### src/sfc_pkg.sv
// constants, opcodes and types shared by the serial flash command core
package sfc_pkg;

  // system clock period and self-timed operation time
  localparam int SFC_CLK_NS = 8;
  localparam int SFC_T_OP_NS = 2000;
  localparam int SFC_OP_CYCLES = (SFC_T_OP_NS + SFC_CLK_NS - 1) / SFC_CLK_NS;

  // reset values and status layout
  localparam logic [23:0] SFC_STATUS_RST = 24'h000000;
  localparam logic [23:0] SFC_STATUS_KEEP = 24'h0C8703;
  localparam logic [7:0] SFC_EXT_RST = 8'h00;
  localparam int SFC_BUSY_BIT = 0;
  localparam int SFC_WEL_BIT = 1;
  localparam logic [5:0] SFC_ALEN3 = 6'h18;
  localparam logic [5:0] SFC_ALEN4 = 6'h20;

  // opcodes
  localparam logic [7:0] OP_LATCH_SET = 8'h06;
  localparam logic [7:0] OP_LATCH_CLR = 8'h04;
  localparam logic [7:0] OP_SR_RD0 = 8'h05;
  localparam logic [7:0] OP_SR_RD1 = 8'h35;
  localparam logic [7:0] OP_SR_RD2 = 8'h15;
  localparam logic [7:0] OP_SR_WR0 = 8'h01;
  localparam logic [7:0] OP_SR_WR1 = 8'h31;
  localparam logic [7:0] OP_SR_WR2 = 8'h11;
  localparam logic [7:0] OP_EXT_RD = 8'hC8;
  localparam logic [7:0] OP_EXT_WR = 8'hC5;
  localparam logic [7:0] OP_VOL_WE = 8'h50;
  localparam logic [7:0] OP_READ = 8'h03;
  localparam logic [7:0] OP_READ4 = 8'h13;
  localparam logic [7:0] OP_FAST = 8'h0B;
  localparam logic [7:0] OP_FAST4 = 8'h0C;
  localparam logic [7:0] OP_DOUT = 8'h3B;
  localparam logic [7:0] OP_DOUT4 = 8'h3C;
  localparam logic [7:0] OP_DIO = 8'hBB;
  localparam logic [7:0] OP_DIO4 = 8'hBC;
  localparam logic [7:0] OP_QIO = 8'hEB;
  localparam logic [7:0] OP_QIO4 = 8'hEC;
  localparam logic [7:0] OP_PROG = 8'h02;
  localparam logic [7:0] OP_PROG4 = 8'h12;
  localparam logic [7:0] OP_QPROG = 8'h32;
  localparam logic [7:0] OP_QPROG4 = 8'h34;
  localparam logic [7:0] OP_SECT = 8'h20;
  localparam logic [7:0] OP_SECT4 = 8'h21;
  localparam logic [7:0] OP_BLK32 = 8'h52;
  localparam logic [7:0] OP_BLK32_4 = 8'h5C;
  localparam logic [7:0] OP_BLK64 = 8'hD8;
  localparam logic [7:0] OP_BLK64_4 = 8'hDC;
  localparam logic [7:0] OP_CHIP = 8'hC7;
  localparam logic [7:0] OP_CHIP_ALT = 8'h60;
  localparam logic [7:0] OP_SEC_ER = 8'h44;
  localparam logic [7:0] OP_SEC_PG = 8'h42;
  localparam logic [7:0] OP_SEC_RD = 8'h48;

  // frame states, gray along command, address, dummy, output
  typedef enum logic [2:0] {
    ST_CMD = 3'h0,
    ST_ADDR = 3'h1,
    ST_DUMMY = 3'h3,
    ST_OUT = 3'h2,
    ST_IN = 3'h6,
    ST_SKIP = 3'h7
  } sfc_state_t;

  // command classes
  typedef enum logic [3:0] {
    K_NONE, K_SET, K_CLR, K_VOL, K_SRD, K_SWR, K_XRD, K_XWR,
    K_READ, K_SECRD, K_MOD, K_SECMOD, K_CHIP
  } sfc_kind_t;

  // decoded command
  typedef struct packed {
    sfc_kind_t kind;
    logic a32;
    logic [2:0] in_w;
    logic [2:0] out_w;
    logic [5:0] dlen;
    logic [1:0] idx;
  } sfc_dec_t;

endpackage

### src/sfc_link_sync.sv
// two-stage synchroniser with edge detection for the link pins
module sfc_link_sync #(
  parameter int W = 6
) (
  input wire logic i_sys_clk,
  input wire logic i_rst,
  input wire logic [W-1:0] i_pins,
  output logic [W-1:0] o_level,
  output logic [W-1:0] o_rise,
  output logic [W-1:0] o_fall
);
  logic [W-1:0] meta_q; // first stage, read only by the second
  logic [W-1:0] sync_q; // settled level
  logic [W-1:0] prev_q; // level one cycle back, for edges

  // pins idle high after reset so no false edge appears at release
  always_ff @(posedge i_sys_clk or posedge i_rst)
  begin
    if (i_rst)
    begin
      meta_q <= '1;
      sync_q <= '1;
      prev_q <= '1;
    end
    else
    begin
      meta_q <= i_pins;
      sync_q <= meta_q;
      prev_q <= sync_q;
    end
  end

  assign o_level = sync_q;
  assign o_rise = sync_q & ~prev_q;
  assign o_fall = ~sync_q & prev_q;
endmodule

### src/sfc_busy_timer.sv
// self-timed cycle counter for program, erase and status write
module sfc_busy_timer #(
  parameter int CYCLES = 250
) (
  input wire logic i_sys_clk,
  input wire logic i_rst,
  input wire logic i_start,
  output logic o_busy,
  output logic o_done
);
  localparam int CW = $clog2(CYCLES + 1);
  logic [CW-1:0] cnt_q; // cycles left in the running operation
  logic busy_q; // operation in progress
  logic done_q; // one-cycle completion pulse

  // a start while busy is ignored; the caller refuses such commands anyway
  always_ff @(posedge i_sys_clk or posedge i_rst)
  begin
    if (i_rst)
    begin
      cnt_q <= '0;
      busy_q <= 1'b0;
      done_q <= 1'b0;
    end
    else
    begin
      done_q <= 1'b0;
      if (!busy_q && i_start)
      begin
        busy_q <= 1'b1;
        cnt_q <= CW'(CYCLES - 1);
      end
      else if (busy_q)
      begin
        if (cnt_q == '0)
        begin
          busy_q <= 1'b0;
          done_q <= 1'b1;
        end
        else
          cnt_q <= cnt_q - 1'b1;
      end
    end
  end

  assign o_busy = busy_q;
  assign o_done = done_q;
endmodule

### src/sfc_core.sv
// serial flash command core: frames, latches, status, extended address, reads
module sfc_core #(
  parameter int P_OP_CYCLES = sfc_pkg::SFC_OP_CYCLES,
  parameter logic [23:0] P_STATUS_INIT = sfc_pkg::SFC_STATUS_RST
) (
  input wire logic i_sys_clk,
  input wire logic i_rst,
  input wire logic i_sclk,
  input wire logic i_cs_n,
  input wire logic [3:0] i_lane_in,
  output logic [3:0] o_lane_out,
  output logic [3:0] o_lane_oe,
  input wire logic i_four_byte_mode,
  input wire logic i_reset_event,
  output logic [31:0] o_mem_addr,
  output logic o_mem_sec,
  input wire logic [7:0] i_mem_data,
  output logic [23:0] o_status,
  output logic o_write_enable_latch,
  output logic o_busy_flag,
  output logic [7:0] o_ext_addr
);

  // decode an opcode into its class and phase shape
  function automatic sfc_pkg::sfc_dec_t decode(input logic [7:0] op);
    sfc_pkg::sfc_dec_t d;
    d = '{kind: sfc_pkg::K_NONE, a32: 1'b0, in_w: 3'h1, out_w: 3'h1, dlen: 6'h00, idx: 2'h0};
    unique case (op)
      sfc_pkg::OP_LATCH_SET: d.kind = sfc_pkg::K_SET;
      sfc_pkg::OP_LATCH_CLR: d.kind = sfc_pkg::K_CLR;
      sfc_pkg::OP_VOL_WE: d.kind = sfc_pkg::K_VOL;
      sfc_pkg::OP_SR_RD0: d.kind = sfc_pkg::K_SRD;
      sfc_pkg::OP_SR_RD1: d = '{sfc_pkg::K_SRD, 1'b0, 3'h1, 3'h1, 6'h00, 2'h1};
      sfc_pkg::OP_SR_RD2: d = '{sfc_pkg::K_SRD, 1'b0, 3'h1, 3'h1, 6'h00, 2'h2};
      sfc_pkg::OP_SR_WR0: d.kind = sfc_pkg::K_SWR;
      sfc_pkg::OP_SR_WR1: d = '{sfc_pkg::K_SWR, 1'b0, 3'h1, 3'h1, 6'h00, 2'h1};
      sfc_pkg::OP_SR_WR2: d = '{sfc_pkg::K_SWR, 1'b0, 3'h1, 3'h1, 6'h00, 2'h2};
      sfc_pkg::OP_EXT_RD: d.kind = sfc_pkg::K_XRD;
      sfc_pkg::OP_EXT_WR: d.kind = sfc_pkg::K_XWR;
      sfc_pkg::OP_READ, sfc_pkg::OP_READ4: d.kind = sfc_pkg::K_READ;
      sfc_pkg::OP_FAST, sfc_pkg::OP_FAST4: d = '{sfc_pkg::K_READ, 1'b0, 3'h1, 3'h1, 6'h08, 2'h0};
      sfc_pkg::OP_DOUT, sfc_pkg::OP_DOUT4: d = '{sfc_pkg::K_READ, 1'b0, 3'h1, 3'h2, 6'h08, 2'h0};
      sfc_pkg::OP_DIO, sfc_pkg::OP_DIO4: d = '{sfc_pkg::K_READ, 1'b0, 3'h2, 3'h2, 6'h08, 2'h0};
      sfc_pkg::OP_QIO, sfc_pkg::OP_QIO4: d = '{sfc_pkg::K_READ, 1'b0, 3'h4, 3'h4, 6'h18, 2'h0};
      sfc_pkg::OP_SEC_RD: d = '{sfc_pkg::K_SECRD, 1'b0, 3'h1, 3'h1, 6'h08, 2'h0};
      sfc_pkg::OP_SEC_ER, sfc_pkg::OP_SEC_PG: d.kind = sfc_pkg::K_SECMOD;
      sfc_pkg::OP_CHIP, sfc_pkg::OP_CHIP_ALT: d.kind = sfc_pkg::K_CHIP;
      sfc_pkg::OP_PROG, sfc_pkg::OP_PROG4, sfc_pkg::OP_QPROG, sfc_pkg::OP_QPROG4,
      sfc_pkg::OP_SECT, sfc_pkg::OP_SECT4, sfc_pkg::OP_BLK32, sfc_pkg::OP_BLK32_4,
      sfc_pkg::OP_BLK64, sfc_pkg::OP_BLK64_4: d.kind = sfc_pkg::K_MOD;
      default: d.kind = sfc_pkg::K_NONE;
    endcase
    // four-byte opcode variants, or the global mode, widen the address
    d.a32 = i_four_byte_mode | (op == sfc_pkg::OP_READ4) | (op == sfc_pkg::OP_FAST4)
      | (op == sfc_pkg::OP_DOUT4) | (op == sfc_pkg::OP_DIO4) | (op == sfc_pkg::OP_QIO4)
      | (op == sfc_pkg::OP_PROG4) | (op == sfc_pkg::OP_QPROG4) | (op == sfc_pkg::OP_SECT4)
      | (op == sfc_pkg::OP_BLK32_4) | (op == sfc_pkg::OP_BLK64_4);
    return d;
  endfunction

  // shift lanes in, highest group first; lane n lands on bit n of each group
  function automatic logic [31:0] shift_in(input logic [31:0] sh, input logic [3:0] ln, input logic [2:0] w);
    logic [31:0] r;
    r = {sh[30:0], ln[0]};
    if (w == 3'h2)
      r = {sh[29:0], ln[1:0]};
    else if (w == 3'h4)
      r = {sh[27:0], ln};
    return r;
  endfunction

  // replace one status byte, keeping the protected bits
  function automatic logic [23:0] merge(input logic [23:0] st, input logic [1:0] idx, input logic [7:0] b);
    logic [23:0] nv;
    nv = st;
    nv[idx*8 +: 8] = b;
    return (st & sfc_pkg::SFC_STATUS_KEEP) | (nv & ~sfc_pkg::SFC_STATUS_KEEP);
  endfunction

  // synchronised link pins: {cs_n, sclk, lanes}
  logic [5:0] pin_lvl; // settled pin levels
  logic [5:0] pin_rise; // rising edges
  logic [5:0] pin_fall; // falling edges
  sfc_link_sync #(.W(6)) u_sync (
    .i_sys_clk(i_sys_clk),
    .i_rst(i_rst),
    .i_pins({i_cs_n, i_sclk, i_lane_in}),
    .o_level(pin_lvl),
    .o_rise(pin_rise),
    .o_fall(pin_fall)
  );

  logic cs_idle; // chip select deasserted
  logic cs_rise; // end of frame
  logic clk_rise; // sampling edge inside a frame
  logic clk_fall; // launch edge inside a frame
  assign cs_idle = pin_lvl[5];
  assign cs_rise = pin_rise[5];
  assign clk_rise = pin_rise[4] & ~cs_idle;
  assign clk_fall = pin_fall[4] & ~cs_idle;

  sfc_pkg::sfc_state_t st_q; // frame phase
  logic [5:0] cnt_q; // bits taken in the current phase
  logic [31:0] sh_q; // input shift register
  sfc_pkg::sfc_dec_t dec_q; // command of this frame
  logic arm_q; // frame complete, act at deselect
  logic wel_q; // write_enable_latch
  logic vol_pend_q; // volatile enable seen in the previous frame
  logic vol_q; // this frame is a volatile status write
  logic [23:0] status_q; // status bits other than busy and latch
  logic [23:0] pend_q; // status waiting for the timed cycle
  logic nv_pend_q; // a non-volatile status write is in flight
  logic [7:0] ext_q; // extended address register
  logic [31:0] addr_q; // array address
  logic sec_q; // address targets a security register
  logic [7:0] ob_q; // outgoing byte remainder
  logic [2:0] ocnt_q; // bits already sent of the current byte
  logic [3:0] lane_out_q; // driven lane values
  logic [3:0] lane_oe_q; // lane enables
  logic busy; // busy_flag from the timer
  logic op_done; // timed cycle completed

  logic [31:0] sh_n; // shift register after this edge
  logic [5:0] cnt_n; // count after this edge
  sfc_pkg::sfc_dec_t dec_n; // decode of the byte just completed
  logic ok_n; // command allowed to proceed
  logic op_end; // opcode byte completes now
  logic addr_end; // address phase completes now
  logic [31:0] addr_n; // address formed from the input
  logic sec_ok; // security address well formed
  logic [23:0] status_rd; // status as read by the host
  logic [7:0] next_byte; // byte to start sending
  logic start; // launch a timed cycle

  always_comb
  begin
    sh_n = shift_in(sh_q, pin_lvl[3:0], (st_q == sfc_pkg::ST_CMD) ? 3'h1 : dec_q.in_w);
    cnt_n = cnt_q + 6'(dec_q.in_w);
    dec_n = decode(sh_n[7:0]);
    op_end = clk_rise && st_q == sfc_pkg::ST_CMD && cnt_q == 6'h07;
    addr_end = clk_rise && st_q == sfc_pkg::ST_ADDR
      && cnt_n == (dec_q.a32 ? sfc_pkg::SFC_ALEN4 : sfc_pkg::SFC_ALEN3);
    addr_n = dec_q.a32 ? sh_n : {ext_q, sh_n[23:0]};
    sec_ok = addr_n[31:16] == 16'h0000 && addr_n[15:12] >= 4'h1
      && addr_n[15:12] <= 4'h3 && !addr_n[11];
    status_rd = {status_q[23:2], wel_q, busy};
    // writes need the latch (status writes the latch or the volatile enable) and an idle array; array reads only an idle array
    unique case (dec_n.kind)
      sfc_pkg::K_MOD, sfc_pkg::K_SECMOD, sfc_pkg::K_CHIP, sfc_pkg::K_XWR: ok_n = wel_q && !busy;
      sfc_pkg::K_SWR: ok_n = (wel_q || vol_pend_q) && !busy;
      sfc_pkg::K_READ, sfc_pkg::K_SECRD: ok_n = !busy;
      sfc_pkg::K_NONE: ok_n = 1'b0;
      default: ok_n = 1'b1;
    endcase
    unique case (dec_q.kind)
      sfc_pkg::K_SRD: next_byte = status_rd[dec_q.idx*8 +: 8];
      sfc_pkg::K_XRD: next_byte = ext_q;
      default: next_byte = i_mem_data;
    endcase
    start = cs_rise && arm_q && (dec_q.kind == sfc_pkg::K_MOD || dec_q.kind == sfc_pkg::K_SECMOD
      || dec_q.kind == sfc_pkg::K_CHIP || (dec_q.kind == sfc_pkg::K_SWR && !vol_q));
  end

  // frame sequencer: opcode, address, dummy, data phases on rising link edges
  always_ff @(posedge i_sys_clk or posedge i_rst)
  begin
    if (i_rst)
    begin
      st_q <= sfc_pkg::ST_CMD;
      cnt_q <= 6'h00;
      sh_q <= 32'h00000000;
      dec_q <= '0;
      arm_q <= 1'b0;
    end
    else if (cs_idle)
    begin
      st_q <= sfc_pkg::ST_CMD;
      cnt_q <= 6'h00;
      arm_q <= 1'b0;
    end
    else if (clk_rise)
    begin
      unique case (st_q)
        sfc_pkg::ST_CMD:
        begin
          sh_q <= sh_n;
          cnt_q <= (cnt_q == 6'h07) ? 6'h00 : cnt_q + 6'h01;
          if (cnt_q == 6'h07)
          begin
            dec_q <= dec_n;
            if (!ok_n)
              st_q <= sfc_pkg::ST_SKIP;
            else
              unique case (dec_n.kind)
                sfc_pkg::K_SRD, sfc_pkg::K_XRD: st_q <= sfc_pkg::ST_OUT;
                sfc_pkg::K_SWR, sfc_pkg::K_XWR: st_q <= sfc_pkg::ST_IN;
                sfc_pkg::K_READ, sfc_pkg::K_SECRD, sfc_pkg::K_MOD, sfc_pkg::K_SECMOD: st_q <= sfc_pkg::ST_ADDR;
                default:
                begin
                  st_q <= sfc_pkg::ST_SKIP;
                  arm_q <= 1'b1;
                end
              endcase
          end
        end
        sfc_pkg::ST_ADDR:
        begin
          sh_q <= sh_n;
          cnt_q <= addr_end ? 6'h00 : cnt_n;
          if (addr_end)
          begin
            if (dec_q.kind == sfc_pkg::K_MOD || dec_q.kind == sfc_pkg::K_SECMOD)
            begin
              // data bodies are not taken; the address alone arms the cycle
              st_q <= sfc_pkg::ST_SKIP;
              arm_q <= dec_q.kind == sfc_pkg::K_MOD || sec_ok;
            end
            else if (dec_q.kind == sfc_pkg::K_SECRD && !sec_ok)
              st_q <= sfc_pkg::ST_SKIP;
            else if (dec_q.dlen == 6'h00)
              st_q <= sfc_pkg::ST_OUT;
            else
              st_q <= sfc_pkg::ST_DUMMY;
          end
        end
        sfc_pkg::ST_DUMMY:
        begin
          sh_q <= sh_n; // mode byte lands here and is otherwise unused
          cnt_q <= cnt_n;
          if (cnt_n == dec_q.dlen)
            st_q <= sfc_pkg::ST_OUT;
        end
        sfc_pkg::ST_IN:
        begin
          sh_q <= sh_n;
          cnt_q <= cnt_q + 6'h01;
          arm_q <= cnt_q == 6'h07;
          if (cnt_q == 6'h08)
            st_q <= sfc_pkg::ST_SKIP;
        end
        default: ;
      endcase
    end
  end

  // write_enable_latch: set by the set opcode, cleared by clear when not busy, or by completion
  always_ff @(posedge i_sys_clk or posedge i_rst)
  begin
    if (i_rst)
      wel_q <= 1'b0;
    else
    begin
      if (op_done)
        wel_q <= 1'b0;
      if (cs_rise && arm_q && dec_q.kind == sfc_pkg::K_CLR && !busy)
        wel_q <= 1'b0;
      if (cs_rise && arm_q && dec_q.kind == sfc_pkg::K_SET)
        wel_q <= 1'b1;
    end
  end

  // volatile enable only counts for the very next command
  always_ff @(posedge i_sys_clk or posedge i_rst)
  begin
    if (i_rst)
    begin
      vol_pend_q <= 1'b0;
      vol_q <= 1'b0;
    end
    else if (op_end)
    begin
      vol_q <= vol_pend_q && dec_n.kind == sfc_pkg::K_SWR;
      vol_pend_q <= 1'b0;
    end
    else if (cs_rise)
    begin
      vol_pend_q <= arm_q && dec_q.kind == sfc_pkg::K_VOL;
      vol_q <= 1'b0;
    end
  end

  // status bits: volatile writes land at once, others after the timed cycle
  always_ff @(posedge i_sys_clk or posedge i_rst)
  begin
    if (i_rst)
    begin
      status_q <= P_STATUS_INIT;
      pend_q <= P_STATUS_INIT;
      nv_pend_q <= 1'b0;
    end
    else if (cs_rise && arm_q && dec_q.kind == sfc_pkg::K_SWR)
    begin
      if (vol_q)
        status_q <= merge(status_q, dec_q.idx, sh_q[7:0]);
      else
      begin
        pend_q <= merge(status_q, dec_q.idx, sh_q[7:0]);
        nv_pend_q <= 1'b1;
      end
    end
    else if (op_done && nv_pend_q)
    begin
      status_q <= pend_q;
      nv_pend_q <= 1'b0;
    end
  end

  // extended address register
  always_ff @(posedge i_sys_clk or posedge i_rst)
  begin
    if (i_rst)
      ext_q <= sfc_pkg::SFC_EXT_RST;
    else if (i_reset_event)
      ext_q <= sfc_pkg::SFC_EXT_RST;
    else if (cs_rise && arm_q && dec_q.kind == sfc_pkg::K_XWR)
      ext_q <= sh_q[7:0];
  end

  // array address: loaded after the address phase, bumped per byte sent
  always_ff @(posedge i_sys_clk or posedge i_rst)
  begin
    if (i_rst)
    begin
      addr_q <= 32'h00000000;
      sec_q <= 1'b0;
    end
    else if (addr_end)
    begin
      addr_q <= addr_n;
      sec_q <= dec_q.kind == sfc_pkg::K_SECRD;
    end
    else if (clk_fall && st_q == sfc_pkg::ST_OUT && ocnt_q == 3'h0
      && (dec_q.kind == sfc_pkg::K_READ || dec_q.kind == sfc_pkg::K_SECRD))
      addr_q <= addr_q + 32'h00000001;
  end

  // output lanes change on falling link edges, most significant first
  always_ff @(posedge i_sys_clk or posedge i_rst)
  begin
    if (i_rst)
    begin
      ob_q <= 8'h00;
      ocnt_q <= 3'h0;
      lane_out_q <= 4'h0;
      lane_oe_q <= 4'h0;
    end
    else if (cs_idle || st_q != sfc_pkg::ST_OUT)
    begin
      ocnt_q <= 3'h0;
      lane_oe_q <= 4'h0;
    end
    else if (clk_fall)
    begin
      logic [7:0] word;
      word = (ocnt_q == 3'h0) ? next_byte : ob_q;
      ob_q <= word << dec_q.out_w;
      ocnt_q <= ocnt_q + dec_q.out_w;
      if (dec_q.out_w == 3'h4)
      begin
        lane_out_q <= word[7:4];
        lane_oe_q <= 4'hF;
      end
      else if (dec_q.out_w == 3'h2)
      begin
        lane_out_q <= {2'h0, word[7:6]};
        lane_oe_q <= 4'h3;
      end
      else
      begin
        lane_out_q <= {2'h0, word[7], 1'b0};
        lane_oe_q <= 4'h2;
      end
    end
  end

  sfc_busy_timer #(.CYCLES(P_OP_CYCLES)) u_timer (
    .i_sys_clk(i_sys_clk),
    .i_rst(i_rst),
    .i_start(start),
    .o_busy(busy),
    .o_done(op_done)
  );

  assign o_lane_out = lane_out_q;
  assign o_lane_oe = lane_oe_q;
  assign o_mem_addr = addr_q;
  assign o_mem_sec = sec_q;
  assign o_status = status_q;
  assign o_write_enable_latch = wel_q;
  assign o_busy_flag = busy;
  assign o_ext_addr = ext_q;
endmodule

### config.mk
export PLATFORM = sky130hd
export DESIGN_NAME = sfc_core
export DESIGN_NICKNAME = d
export VERILOG_FILES = /design/src/sfc_pkg.sv /design/src/sfc_link_sync.sv /design/src/sfc_busy_timer.sv /design/src/sfc_core.sv
export SDC_FILE = /design/constraint.sdc
export NUM_CORES = 1
export LEC_CHECK = 0
export BUFFER_PORTS_ARGS = -buffer_cell sky130_fd_sc_hd__buf_2
export CORE_ASPECT_RATIO = 0.6
export CORE_MARGIN = 5
export CORE_UTILIZATION = 42
export CTS_CLUSTER_SIZE = 24
export DETAILED_ROUTE_END_ITERATION = 7
export GPL_ROUTABILITY_DRIVEN = 1
export SYNTH_ARGS = -nofsm -noshare
export SYNTH_HDL_FRONTEND = slang
export SYNTH_HIERARCHICAL = 1
export SYNTH_SLANG_ARGS = --single-unit
### constraint.sdc
create_clock -name i_sys_clk -period 5.6 [get_ports i_sys_clk]
set_clock_uncertainty 0.2 [all_clocks]
set_input_delay 1.12 -clock i_sys_clk [delete_from_list [all_inputs] [get_ports i_sys_clk]]
set_output_delay 1.12 -clock i_sys_clk [all_outputs]
set_load 0.01 [all_outputs]
==> results.sh, run 1 <==
export IMPL_power_density_nw_per_um2=289
export IMPL_status="completed"
export IMPL_p_comb_share_pct=26.1
export IMPL_finalSetupViolations=0
export IMPL_wl_per_cell_um=20.6
export IMPL_post_drt_via_cell_ratio=5.98
export IMPL_final_layout_size_suffix_gt1_share_pct=16.9
export IMPL_cp_end_kind="flop"
export IMPL_grt_max_degree=127
export IMPL_drtIter0Drc=1050
export IMPL_maxCapViolCount=0
export IMPL_cts_resized=0
export IMPL_cts_sinks=189
export IMPL_hold_buffers=0
export IMPL_switching_share_pct=36.8
export IMPL_seq_power_share_pct=42.6
export IMPL_root_buffer="clkbuf_16"
export IMPL_startpoint="st_q[0]$_DFFE_PP0P_"
export IMPL_grt_pass1_wl_mm=56.7
export IMPL_worstSetupPathType="flop to flop"
export IMPL_synth_avg_cell_area_um2=8.90
export IMPL_p_sw_mw=1.36
export IMPL_drt_first_pass_iters=6
export IMPL_p_int_mw=2.34
export IMPL_fillers=2720
export IMPL_drt_total_wl_mm=35.4
export IMPL_fmax_ghz=0.221
export IMPL_max_stage_delay_ns=0.83
export IMPL_arrival_ns=4.65
export IMPL_clk_pin_slew_worst_paths_ns=0.07
export IMPL_area_growth_pct=10.4
export IMPL_synthCells=1302
export IMPL_clockBufferDepth=2
export IMPL_worstPathCellList="or3_1 > nand2b_1 > a31oi_1 > nor4_1 > nand4_1 > nor4_1 > o211ai_1 > o31a_1 > a2bb2oi_1"
export IMPL_die_w_um=224
export IMPL_slew_viol_final=0
export IMPL_syn_num_nets=1335
export IMPL_required_ns=5.73
export IMPL_dieArea_um2=31100
export IMPL_total_power_mw=3.70
export IMPL_worst_r2r_cell_count=9
export IMPL_diodes=0
export IMPL_tightestPinTransition_ns=1.28
export IMPL_finalCritPeriodShare_pct=80.8
export IMPL_start_kind="flop"
export IMPL_cellLeakagePower_nw=5.58
export IMPL_dp_hpwl_mm=25.7
export IMPL_post_cts_buffers=0
export IMPL_io_pins=93
export IMPL_grt_pass1_vias=9448
export IMPL_clk_latency_ns=0.45
export IMPL_slowest_stage="or3_1"
export IMPL_cts_tree="yes"
export IMPL_fin_cells=1720
export IMPL_ant_nets=0
export IMPL_slew_headroom_pct=14.1
export IMPL_h_tree_depth=4
export IMPL_dp_cells=1688
export IMPL_portBuffers=92
export IMPL_row_count=47
export IMPL_antenna_found_initial=1
export IMPL_power_frac_clock_pct=31.3
export IMPL_yosysWarnings=6
export IMPL_vdd_drop_max_mv=0.144
export IMPL_post_route_min_period_ns=4.52
export IMPL_final_util_pct=46.8
export IMPL_drc=0
export IMPL_core_um2=27300
export IMPL_worstPathMaxFanout=26
export IMPL_fin_setup_tns_ns=0
export IMPL_start_util_pct=42.4
export IMPL_cts_made_buffers=17
export IMPL_r2r_start="st_q[0]$_DFFE_PP0P_"
export IMPL_nNetsFinal=1373
export IMPL_final_hold_viol_count=0
export IMPL_min_path_type="flop to flop"
export IMPL_grt_usage_pct=22.8
export IMPL_syn_area_um2=11600
export IMPL_hold_depth=0
export IMPL_globalplace_congestion=0.984
export IMPL_worstHoldStart="u_sync/meta_q[0]$_DFF_PP1_"
export IMPL_vias=10300
export IMPL_cpMostUsedCell="nor4_1"
export IMPL_die_h_um=139
export IMPL_grt_overflow=0
export IMPL_rsz0062_at_grt="no"
stage by stage:
stage / setup slack (ns) / hold WS [ns] / instance area [um2]
after floorplan: 2.18 / 0.145 / 11600
after global placement: 1.40 / 0.147 / 12200
after detailed placement: 1.20 / 0.147 / 12200
after CTS: 1.18 / 0.158 / 12800
after global routing: 0.749 / 0.161 / 12800
final: 1.08 / 0.157 / 12800
path summary, 6_finish.rpt:
path                                                endpoint  slack, ns
worst max-delay path                     st_q[0]$_DFFE_PP0P_       1.08
worst min-delay path             u_sync/o_level[0]$_DFF_PP1_       0.16
worst max register to register           st_q[0]$_DFFE_PP0P_       1.08
worst min register to register   u_sync/o_level[0]$_DFF_PP1_       0.16
max in group asynchronous                sh_q[8]$_DFFE_PP0P_       3.95
min in group asynchronous       u_timer/cnt_q[7]$_DFFE_PP0P_       0.49
layer usage:
layer / routed length (um) / GRT usage, % / vias to the layer above
met5: 13 / 0 / -
met4: 540 / 5.80 / 2
met3: 3290 / 6.83 / 32
met2: 13800 / 29.0 / 401
met1: 17800 / 36.7 / 5025
li1: - / - / 4817
power groups by stage:
stage                     Combinational, mW  Clock [mW]  Sequential (mW)
after floorplan                       0.796           0             1.51
after global placement                0.938           0             1.60
after detailed placement              0.935           0             1.60
after CTS                             0.938        1.19             1.57
after global routing                   1.05        1.24             1.59
final                                 0.964        1.16             1.58
sequential cells by signal (all words and copies together), names as in the netlist, 8 cells and up:
name and cells:
pend_q 24, o_mem_addr 32, dec_q 13, o_ext_addr 8, ob_q 8, o_status 24
sh_q 31, u_timer/cnt_q 8
critical path: cells and delay by family (launching register included):
family           cells  cell delay [ns]
AND/OR/NAND/NOR      5             2.78
AO/OA/AOI/OAI        4             0.88
flip-flops           1             0.52
layout by cell type (no fill, tap or decap), drive strengths merged, types with 13 or more instances in the layout:
master    n
a21oi    92
dfstp    14
o22ai    13
and3     14
mux2i    61
nand3    26
nand4    28
clkbuf   23
mux2     37
dfrtp   175
nor3     36
a31oi    26
nor2    117
nor2b    18
nand2   159
ha       13
xor2     13
inv      35
o21ai   121
buf     107
nand2b   14
xnor2    15
area by class of cell:
| class | instances | area (um2) | area share [%] |
|---|---|---|---|
| repair buffers | 107 | 586 | 4.58 |
| multi-input cells | 990 | 6320 | 49.4 |
| well taps | 367 | 459 | 3.59 |
| flip-flops and latches | 189 | 4750 | 37.1 |
| inverters | 35 | 135 | 1.06 |
| clock buffers | 23 | 478 | 3.74 |
| clock inverters | 9 | 65.1 | 0.509 |
(Power assumes the default switching activity.)
==> inputs of run 2 (changes only) <==
Clock period 5.6 ns to 4.6 ns, I/O delays scaled along.
==> run 2 against run 1 <==
  * Worst setup slack got worse by 0.62 ns
  * Sequential power rose by 20%
  * Final area rose by 1.3%
  * Utilization is 0.62 points higher
  * Clock-buffer cell count decreased by 3
  * Maximum frequency increased by 9.3%
  * Total power increased by 24%
  * First-iteration DRC count rose by 12%
  * Highest routed layer is now met4
==> results.sh, run 2 (synthesis results as in run 1) <==
export IMPL_status="completed"
export IMPL_cp_end_kind="flop"
export IMPL_maxCapViolCount=0
export IMPL_finalCritPeriodShare_pct=90.0
export IMPL_slew_headroom_pct=18.4
export IMPL_fmax_ghz=0.241
export IMPL_slew_viol_final=0
export IMPL_grt_usage_pct=23.1
export IMPL_final_layout_size_suffix_gt1_share_pct=18.2
export IMPL_antenna_found_initial=0
export IMPL_clockBufferDepth=2
export IMPL_wl_per_cell_um=21.0
export IMPL_fin_area_um2=13000
export IMPL_grt_max_degree=79
export IMPL_postPlaceCellArea_um2=12400
export IMPL_clk_latency_ns=0.46
export IMPL_cts_sinks=189
export IMPL_row_count=47
export IMPL_worst_r2r_cell_count=9
export IMPL_die_h_um=139
export IMPL_nNetsFinal=1391
export IMPL_final_cell_mix="dfrtp_1, nand2_1, o21ai_0"
export IMPL_power_density_nw_per_um2=354
export IMPL_final_common_cell="dfrtp_1"
export IMPL_area_growth_pct=11.9
export IMPL_post_cts_buffers=0
export IMPL_hold_depth=0
export IMPL_dp_hpwl_mm=26.6
export IMPL_post_route_min_period_ns=4.14
export IMPL_min_path_type="flop to flop"
export IMPL_io_pins=93
export IMPL_clk_pin_slew_worst_paths_ns=0.07
export IMPL_final_hold_viol_count=0
export IMPL_drtIter0Drc=1171
export IMPL_globalplace_congestion=0.969
export IMPL_ant_nets=0
export IMPL_vias=10400
export IMPL_grt_pass1_vias=9543
export IMPL_post_drt_via_cell_ratio=5.98
export IMPL_h_tree_depth=4
export IMPL_start_kind="flop"
export IMPL_required_ns=4.72
export IMPL_arrival_ns=4.26
export IMPL_portBuffers=92
export IMPL_cts_resized=0
export IMPL_diodes=0
export IMPL_worstPathMaxFanout=21
export IMPL_core_um2=27300
export IMPL_drt_total_wl_mm=36.4
export IMPL_grt_overflow=0
export IMPL_fin_setup_tns_ns=0
export IMPL_drc=0
export IMPL_hold_worst_slack_ns=0.156
export IMPL_cellLeakagePower_nw=5.68
export IMPL_die_w_um=224
export IMPL_tightestPinTransition_ns=1.21
export IMPL_vdd_drop_max_mv=0.270
export IMPL_start_util_pct=42.4
export IMPL_cts_made_buffers=17
export IMPL_dieArea_um2=31100
export IMPL_final_util_pct=47.4
export IMPL_root_buffer="clkbuf_16"
export IMPL_hold_buffers=0
export IMPL_grt_pass1_wl_mm=57.0
export IMPL_largest_reg_flops=32
export IMPL_rsz0062_at_grt="no"
export IMPL_worstSetupPathType="flop to flop"
export IMPL_finalSetupViolations=0
export IMPL_cts_tree="yes"
export IMPL_drt_first_pass_iters=6
export IMPL_total_power_mw=4.59
[run 2: changes by cell type in the layout (fill, tap and decap cells not counted)]
| cell | change |
|---|---|
| buf_12 | +1 |
| nor3_1 | -1 |
| buf_4 | +17 |
| clkinv_4 | +1 |
| clkinv_2 | -2 |
| bufinv_16 | +1 |
| clkbuf_8 | -2 |
| nor3_2 | +1 |
| nand2b_1 | -1 |
| inv_6 | +2 |
| nand2b_2 | +1 |
| clkbuf_1 | -1 |
[run 2: metal layers]
layer,vias up,GRT usage (%),share of wire (%)
met3,37,6.26,8.6
met2,395,30.2,40
met1,5092,37.1,50
met4,0,5.76,1.6
li1,4857,-,-
met5,-,0,0
[run 2: cell type report]
| cell class | instances | area (um2) |
|---|---|---|
| clock buffers | 20 | 447 |
| clock inverters | 11 | 111 |
| well taps | 367 | 459 |
| flip-flops and latches | 189 | 4750 |
| repair buffers | 125 | 733 |
| multi-input cells | 990 | 6330 |
| inverters | 35 | 135 |
| fillers | 2607 | 14400 |
[run 2: critical path, cell delays in order, from the launching register on]
cell	delay, ns
dfrtp_1	0.52
or3_1	0.74
nand2b_2	0.47
a31oi_1	0.23
nor4_1	0.43
nand4_1	0.27
nor4_1	0.56
o211ai_1	0.18
o31a_1	0.26
a2bb2oi_1	0.13
[run 2: power breakdown]
group | internal [mW] | switching, mW | total (mW)
clock | 0.765 | 0.688 | 1.45
sequential | 1.75 | 0.146 | 1.90
combinational | 0.376 | 0.862 | 1.24
total | 2.89 | 1.70 | 4.59
[run 2: stage by stage]
stage / std cells / worst slack, ns
3_5_place_dp: 1706 / 0.340
2_1_floorplan: 1302 / 1.38
5_1_grt: 1737 / 0.261
4_1_cts: 1737 / 0.320
6_report: 1737 / 0.459
3_3_place_gp: 1706 / 0.520
[run 2: path summary, 6_finish.rpt]
path	startpoint	endpoint	slack [ns]
min	u_sync/meta_q[5]$_DFF_PP1_	u_sync/o_level[5]$_DFF_PP1_	0.16
max	st_q[0]$_DFFE_PP0P_	st_q[0]$_DFFE_PP0P_	0.46
min reg2reg	u_sync/meta_q[5]$_DFF_PP1_	u_sync/o_level[5]$_DFF_PP1_	0.16
min in group asynchronous	i_rst	u_timer/cnt_q[5]$_DFFE_PP0P_	0.29
max in group asynchronous	i_rst	sh_q[7]$_DFFE_PP0P_	3.14
max reg2reg	st_q[0]$_DFFE_PP0P_	st_q[0]$_DFFE_PP0P_	0.46
